File: src/rtl/rpss_pkg.sv
// Package for the reset pin-state sequencer: phase codes, strap codes, pin levels, timing.
// Assumes a single 100 MHz clock and that every user of these names imports the package.
package rpss_pkg;

  // Clock period in picoseconds, used to turn times into cycle counts.
  localparam int unsigned CLK_PERIOD_PS = 10000;

  // Least time that output reset is held after input reset releases, in nanoseconds.
  localparam int unsigned OUT_RST_HOLD_NS = 1000;
  // Least time rounds up to whole cycles, never below one.
  localparam int unsigned OUT_RST_HOLD_CYC_RAW =
    (OUT_RST_HOLD_NS * 1000 + CLK_PERIOD_PS - 1) / CLK_PERIOD_PS;
  localparam int unsigned OUT_RST_HOLD_CYC =
    (OUT_RST_HOLD_CYC_RAW < 1) ? 1 : OUT_RST_HOLD_CYC_RAW;

  // Number of memory initialisation write cycles issued after release.
  localparam int unsigned MEM_INIT_WRITES = 8;

  // Address of the first code prefetch, top of the 24-bit space.
  localparam logic [23:0] BOOT_PREFETCH_ADDR = 24'hfffff0;
  // System address held on the ISA/PCMCIA bus during the output reset hold, after input reset releases.
  localparam logic [19:0] SA_HOLD_ADDR       = 20'hfff03;
  // Address shown while input reset is asserted; the low byte has no meaning.
  localparam logic [19:0] SA_RESET_ADDR      = 20'hfff00;

  // Strap codes for the muxed external bus.
  localparam logic [1:0] STRAP_ISA    = 2'h0;
  localparam logic [1:0] STRAP_PCMCIA = 2'h1;
  localparam logic [1:0] STRAP_LOCAL  = 2'h2;

  // Reset phases, one-hot.
  typedef enum logic [3:0] {
    RPSS_IN_RST   = 4'h1,
    RPSS_OUT_HOLD = 4'h2,
    RPSS_MEM_INIT = 4'h4,
    RPSS_RUN      = 4'h8
  } rpss_phase_t;

  // Pin levels that the sequencer owns, driven as one group.
  typedef struct packed {
    logic        isa_mem_read_n;
    logic        isa_mem_write_n;
    logic        isa_io_read_n;
    logic        isa_io_write_n;
    logic [19:0] system_address;
    logic        ide_primary_read_strobe_n;
    logic        ide_primary_write_strobe_n;
    logic        ide_secondary_read_strobe_n;
    logic        ide_secondary_write_strobe_n;
    logic        flash_bank0_select_n;
    logic        flash_bank1_select_n;
    logic        flash_bank0_low_select_n;
    logic        flash_bank0_high_select_n;
    logic        flash_bank1_low_select_n;
    logic        flash_bank1_high_select_n;
    logic        card_enable1_n;
    logic        card_enable2_n;
    logic        card_5v_supply_enable;
    logic        card_3v_supply_enable;
    logic        panel_data_enable;
    logic        panel_logic_supply_enable;
    logic        panel_backlight_supply_enable;
    logic        backlight_pulse_width_out;
  } rpss_pins_t;

  // Pin levels loaded during input reset: strobes and selects idle high, panel off.
  localparam rpss_pins_t PINS_RESET = '{
    isa_mem_read_n: 1'b1, isa_mem_write_n: 1'b1, isa_io_read_n: 1'b1, isa_io_write_n: 1'b1,
    system_address: SA_RESET_ADDR,
    ide_primary_read_strobe_n: 1'b1, ide_primary_write_strobe_n: 1'b1,
    ide_secondary_read_strobe_n: 1'b1, ide_secondary_write_strobe_n: 1'b1,
    flash_bank0_select_n: 1'b1, flash_bank1_select_n: 1'b1,
    flash_bank0_low_select_n: 1'b1, flash_bank0_high_select_n: 1'b1,
    flash_bank1_low_select_n: 1'b1, flash_bank1_high_select_n: 1'b1,
    card_enable1_n: 1'b1, card_enable2_n: 1'b1,
    card_5v_supply_enable: 1'b1, card_3v_supply_enable: 1'b1,
    panel_data_enable: 1'b0, panel_logic_supply_enable: 1'b0,
    panel_backlight_supply_enable: 1'b0, backlight_pulse_width_out: 1'b0
  };

  // Prefetch request handed to the bus units at release.
  typedef struct packed {
    logic        start;
    logic        on_pci;
    logic        on_isa;
    logic        on_local;
    logic [23:0] addr;
  } rpss_prefetch_t;

endpackage

File: src/rtl/rpss_sequencer.sv
// Reset pin-state sequencer: holds the external pins at defined levels through the reset phases,
// then launches the first boot prefetch and the memory initialisation writes.
// Assumes inputs synchronous to clk_i and bus units that take the one-cycle prefetch pulse.
`timescale 1ns/1ps

// What this block does
// - Non-local strap prefetches first on PCI.
// - First prefetch starts at address 0xFFFFF0.
// - ISA/PCMCIA: address 0xFFF03 during hold, then prefetch.
// - ISA command strobes held high during hold.
// - IDE read/write strobes high in input reset.
// - All flash selects high in input reset.
// - Card enables and supply enables high.
// - Panel enables and backlight PWM low.
module rpss_sequencer #(
  parameter int unsigned HOLD_CYCLES = rpss_pkg::OUT_RST_HOLD_CYC,
  parameter int unsigned INIT_WRITES = rpss_pkg::MEM_INIT_WRITES
) (
  // Clock and block reset.
  input  wire logic                     clk_i,
  input  wire logic                     resetn_i,
  // Board reset in and strap.
  input  wire logic                     system_reset_input_n_i,
  input  wire logic [1:0]               strap_mode_i,
  // Sequenced reset out and pin group.
  output logic                          system_reset_output_n_o,
  output rpss_pkg::rpss_pins_t          pins_o,
  // Boot prefetch launch and memory status.
  output rpss_pkg::rpss_prefetch_t      prefetch_o,
  output logic                          mem_init_write_o,
  output logic                          mem_ready_o,
  output logic [1:0]                    strap_latched_o
);
  import rpss_pkg::*;

  localparam int CW = 16;

  rpss_phase_t     phase_r,  phase_nxt;
  logic [CW-1:0]   count_r,  count_nxt;
  logic [1:0]      strap_r,  strap_nxt;
  logic            orst_n_r, orst_n_nxt;
  rpss_pins_t      pins_r,   pins_nxt;
  rpss_prefetch_t  pf_r,     pf_nxt;
  logic            wr_r,     wr_nxt;
  logic            rdy_r,    rdy_nxt;

  // True when the strap selects a bus that carries the ISA address lines.
  function automatic logic isa_like(input logic [1:0] m);
    isa_like = (m == STRAP_ISA) || (m == STRAP_PCMCIA);
  endfunction

  // Next-state logic. The strap is caught while input reset is low, so it is stable
  // at the release and any later wiggle on the strap pins cannot change the boot path.
  always_comb begin
    phase_nxt  = phase_r;
    count_nxt  = count_r;
    strap_nxt  = strap_r;
    orst_n_nxt = orst_n_r;
    pins_nxt   = pins_r;
    pf_nxt     = pf_r;
    pf_nxt.start = 1'b0;
    wr_nxt     = wr_r;
    rdy_nxt    = rdy_r;
    if (!system_reset_input_n_i) begin
      phase_nxt  = RPSS_IN_RST;
      count_nxt  = '0;
      strap_nxt  = strap_mode_i;
      orst_n_nxt = 1'b0;
      pins_nxt   = PINS_RESET;
      pf_nxt     = '0;
      wr_nxt     = 1'b0;
      rdy_nxt    = 1'b0;
    end else begin
      case (phase_r)
        RPSS_IN_RST: begin
          // First boundary: only the ISA address and strobes change.
          phase_nxt = RPSS_OUT_HOLD;
          count_nxt = '0;
          pins_nxt.isa_mem_read_n  = 1'b1;
          pins_nxt.isa_mem_write_n = 1'b1;
          pins_nxt.isa_io_read_n   = 1'b1;
          pins_nxt.isa_io_write_n  = 1'b1;
          if (isa_like(strap_r)) begin
            pins_nxt.system_address = SA_HOLD_ADDR;
          end
        end
        RPSS_OUT_HOLD: begin
          if (count_r >= CW'(HOLD_CYCLES - 1)) begin
            phase_nxt  = RPSS_MEM_INIT;
            count_nxt  = '0;
            orst_n_nxt = 1'b1;
            pf_nxt.start    = 1'b1;
            pf_nxt.addr     = BOOT_PREFETCH_ADDR;
            pf_nxt.on_pci   = (strap_r != STRAP_LOCAL);
            pf_nxt.on_isa   = isa_like(strap_r);
            pf_nxt.on_local = (strap_r == STRAP_LOCAL);
            wr_nxt = 1'b1;
          end else begin
            count_nxt = count_r + CW'(1);
          end
        end
        RPSS_MEM_INIT: begin
          // Memory stays closed until the last init write has gone out.
          if (count_r >= CW'(INIT_WRITES - 1)) begin
            phase_nxt = RPSS_RUN;
            wr_nxt    = 1'b0;
            rdy_nxt   = 1'b1;
          end else begin
            count_nxt = count_r + CW'(1);
          end
        end
        RPSS_RUN: begin
          phase_nxt = RPSS_RUN;
        end
        default: begin
          phase_nxt  = RPSS_IN_RST;
          orst_n_nxt = 1'b0;
          pins_nxt   = PINS_RESET;
        end
      endcase
    end
  end

  // State registers; the block reset forces the same picture as input reset, except that the strap loads STRAP_ISA.
  always_ff @(posedge clk_i) begin
    if (!resetn_i) begin
      phase_r  <= RPSS_IN_RST;
      count_r  <= '0;
      strap_r  <= STRAP_ISA;
      orst_n_r <= 1'b0;
      pins_r   <= PINS_RESET;
      pf_r     <= '0;
      wr_r     <= 1'b0;
      rdy_r    <= 1'b0;
    end else begin
      phase_r  <= phase_nxt;
      count_r  <= count_nxt;
      strap_r  <= strap_nxt;
      orst_n_r <= orst_n_nxt;
      pins_r   <= pins_nxt;
      pf_r     <= pf_nxt;
      wr_r     <= wr_nxt;
      rdy_r    <= rdy_nxt;
    end
  end

  // Outputs straight from the flops.
  assign system_reset_output_n_o = orst_n_r;
  assign pins_o                  = pins_r;
  assign prefetch_o              = pf_r;
  assign mem_init_write_o        = wr_r;
  assign mem_ready_o             = rdy_r;
  assign strap_latched_o         = strap_r;
endmodule

File: config.mk
export PLATFORM = sky130hd
export DESIGN_NAME = rpss_sequencer
export DESIGN_NICKNAME = d
export VERILOG_FILES = /design/src/rtl/rpss_pkg.sv /design/src/rtl/rpss_sequencer.sv
export SDC_FILE = /design/constraint.sdc
export NUM_CORES = 1
export LEC_CHECK = 0
export ABC_AREA = 0
export BUFFER_PORTS_ARGS = -buffer_cell sky130_fd_sc_hd__buf_2
export CAP_MARGIN = 0
export CORE_MARGIN = 2
export CORE_UTILIZATION = 44
export CTS_CLUSTER_SIZE = 25
export DETAILED_ROUTE_END_ITERATION = 16
export GPL_TIMING_DRIVEN = 0
export PLACE_DENSITY = 0.77
export SYNTH_ARGS = -nofsm -noshare
export SYNTH_HDL_FRONTEND = slang
export SYNTH_SLANG_ARGS = --single-unit
File: constraint.sdc
create_clock -name clk_i -period 1.8 [get_ports clk_i]
set_input_delay 0.27 -clock clk_i [delete_from_list [all_inputs] [get_ports clk_i]]
set_output_delay 0.27 -clock clk_i [all_outputs]
set_load 0.05 [all_outputs]
==> results.txt <==
Status -> complete, but fails checks
Failing checks -> negative setup slack
Core Box Area -> 4320 µm²
ANT cells -> 0
Clock insertion delay at the later pin of the skew report -> 0.29 ns
Flops & latches, synth -> 31
Leakage -> 0.00125 µW
Vias in the first global route -> 1533
Final Hold Fails -> 0
Max_slew headroom -> 62.7%
CP max FO -> 6
DP HPWL -> 2900 µm
CTS buffer count -> 5
Register clock-pin slew on the reported worst setup and hold paths -> 0.06 ns
Max-Cap Viols -> 0
Final wirelength -> 4180 µm
Max clock buf depth -> 2
Smallest hold slack -> 0.240 ns
Die height -> 70.9 µm
GR Overflow Total -> 0
Fraction of layout cells with a size suffix above 1 -> 40.7%
Via/cell ratio -> 4.69
Post-route ant nets -> 0
Die Wd -> 70.9 µm
Most common cell after layout, fill and taps aside -> buf_4
# IOs -> 80
Layout Nets -> 328
Syn Area/Cell -> 8.42 µm²
Worst setup SP type -> register
Syn Inst Count -> 234
PD cells -> 624 nW/µm²
GPL Wtd Cong -> 0.896
CTS sink count -> 31
PortBufs -> 35
Post-synth ARST share -> 0%
Largest net degree at the start of global routing -> 22
Post-DP Area -> 2370 µm²
Global-route wire length before repair -> 6650 µm
Initial core utilization -> 45.6%
H-tree lvl count -> 2
Via count -> 1753
Min-Delay Path Class -> input pin to register
Crit share post-route -> 101%
Total power -> 1610 µW
RSZ-0062 raised after global routing -> true
Cell area after layout -> 2580 µm²
Post-Syn Area -> 1970 µm²
Post-synth EDFFs -> 0
Slew Limit Fails -> 0
Critical Path RT -> 1.98 ns
Die area -> 5030 µm²
Setup TNS -> -0.0144 ns
Most frequent cells in the layout -> buf_4 (68), conb_1 (44), buf_2 (39), dfxtp_1 (27), a21oi_1 (12)
DRT iter0 DRCs -> 79
Post-DR wirelength/cell -> 11.2 µm
Main synth FF type -> dfxtp_1
Worst Skew -> 0.00453 ns
Max Clock Freq -> 551 MHz
Crit Path Class -> register to register
Setup WS pre-CTS -> -0.212 ns
Worst vdd ir -> 0.000344 V
Initial antenna violation count -> 0
Worst Path Arrival -> 1.99 ns
Fill cells -> 392
Global-route usage over all layers -> 16.1%
Final WS setup -> -0.0144 ns
Ys Warns -> 0
Pre-Repair DR Iteration Count -> 4
Worst-margin pin slew -> 0.558 ns
Seq/Total Area, Yosys -> 31.5%
Root buffer cell -> clkbuf_8
Area Growth Syn to Fin -> 30.8%
CTS tree -> done
Row count -> 24
Remaining DRCs -> 0
Number of setup violations in the final report -> 1
Post-synthesis cell type count -> 40
Period minus WS final -> 1.81 ns
Worst setup EP type -> register
[state kept, by name (all words and copies together), names as in the netlist]
signal	cells
count_r	16
prefetch_o	5
phase_r	4
strap_latched_o	2
mem_init_write_o	1
mem_ready_o	1
pins_o	1
system_reset_output_n_o	1
[cell families after synthesis]
logic type / share of synthesized area, %
muxes: 3.56
adders and majority gates: 1.27
other: 0.381
DFF: 31.5
xor gates and xnor gates: 2.22
buffers and inverters: 28.1
AOI/OAI and AO/OA: 13.5
and+or+nand+nor: 19.5
[synthesized netlist by cell type, types with 2 or more instances]
cell / count / share of area [%]
a21oi_1: 13 / 3.3
nand2_1: 6 / 1.1
buf_2: 4 / 1.0
nand3_1: 7 / 1.8
dfxtp_1: 31 / 31
mux2i_1: 7 / 3.6
o211ai_1: 3 / 1.1
a31oi_1: 3 / 0.95
conb_1: 2 / 0.38
nor3_1: 3 / 0.76
ha_1: 2 / 1.3
nor4_1: 6 / 1.9
nor2_1: 10 / 1.9
nand4b_1: 3 / 1.3
o21ai_0: 7 / 1.8
nor2b_1: 2 / 0.63
o2111ai_1: 2 / 0.89
xor2_1: 2 / 0.89
buf_4: 64 / 24
nand4_1: 11 / 3.5
a211oi_1: 5 / 1.9
xnor2_1: 3 / 1.3
inv_1: 9 / 1.7
and4_1: 2 / 0.89
clkbuf_1: 4 / 0.76
or3_1: 4 / 1.3
a211o_1: 2 / 0.89
a21o_1: 2 / 0.76
and3_1: 4 / 1.3
[final timing paths]
path,start,endpoint,slack (ns),cells after the start
worst max-delay path,phase_r[2]$_SDFFE_PN0P_,prefetch_o[26]$_SDFFE_PN0P_,-0.01,4
worst min register to register,mem_init_write_o$_SDFFE_PN0P_,mem_init_write_o$_SDFFE_PN0P_,0.47,1
worst min-delay path,strap_mode_i[1],strap_latched_o[1]$_SDFFE_PN0N_,0.24,3
worst max register to register,phase_r[2]$_SDFFE_PN0P_,prefetch_o[26]$_SDFFE_PN0P_,-0.01,4
[critical path, cell delays in order, from the launching register on]
cell and delay, ns:
dfxtp_2 0.35, or4b_4 0.57, a211o_4 0.32, a211o_1 0.32
o2111a_1 0.15
[stage by stage]
| stage | utilization [%] | std cells |
|---|---|---|
| 2_1_floorplan | - | 276 |
| 3_3_place_gp | 54.8 | 363 |
| 3_5_place_dp | 54.8 | 363 |
| 4_1_cts | 57.9 | 373 |
| 5_1_grt | 59.6 | 374 |
| 6_report | 59.6 | 374 |
[layer usage]
metal	vias up	wire [µm]	global-route usage, %
li1	897	-	-
met1	796	1860	20.1
met2	57	2000	26.4
met3	3	297	4.42
met4	0	25	6.71
met5	-	0	0
[power breakdown]
| part | leakage (µW) | switching (µW) | total [µW] | internal [µW] |
|---|---|---|---|---|
| registers | 0.000253 | 6.55 | 701 | 695 |
| logic | 0.000955 | 285 | 386 | 100 |
| clock network | 0.0000422 | 252 | 523 | 271 |
[what timing repair did]
action                     4_1_cts  5_1_grt
pin swaps                        0        1
resized for setup                8       19
hold buffers                     0        0
setup endpoints to repair       16       39
setup buffers                    2        1
[final cells by class]
type                    instances  area [µm²]  area share (%)
well taps                      52        65.1            2.52
repair buffers                 38         198            7.67
clock inverters                 1        5.00           0.194
inverters                       9        33.8            1.31
multi-input cells             163        1050            40.6
clock buffers                   7        76.3            2.96
plain buffers                  73         528            20.5
flip-flops and latches         31         626            24.3
(Power assumes the default switching activity.)
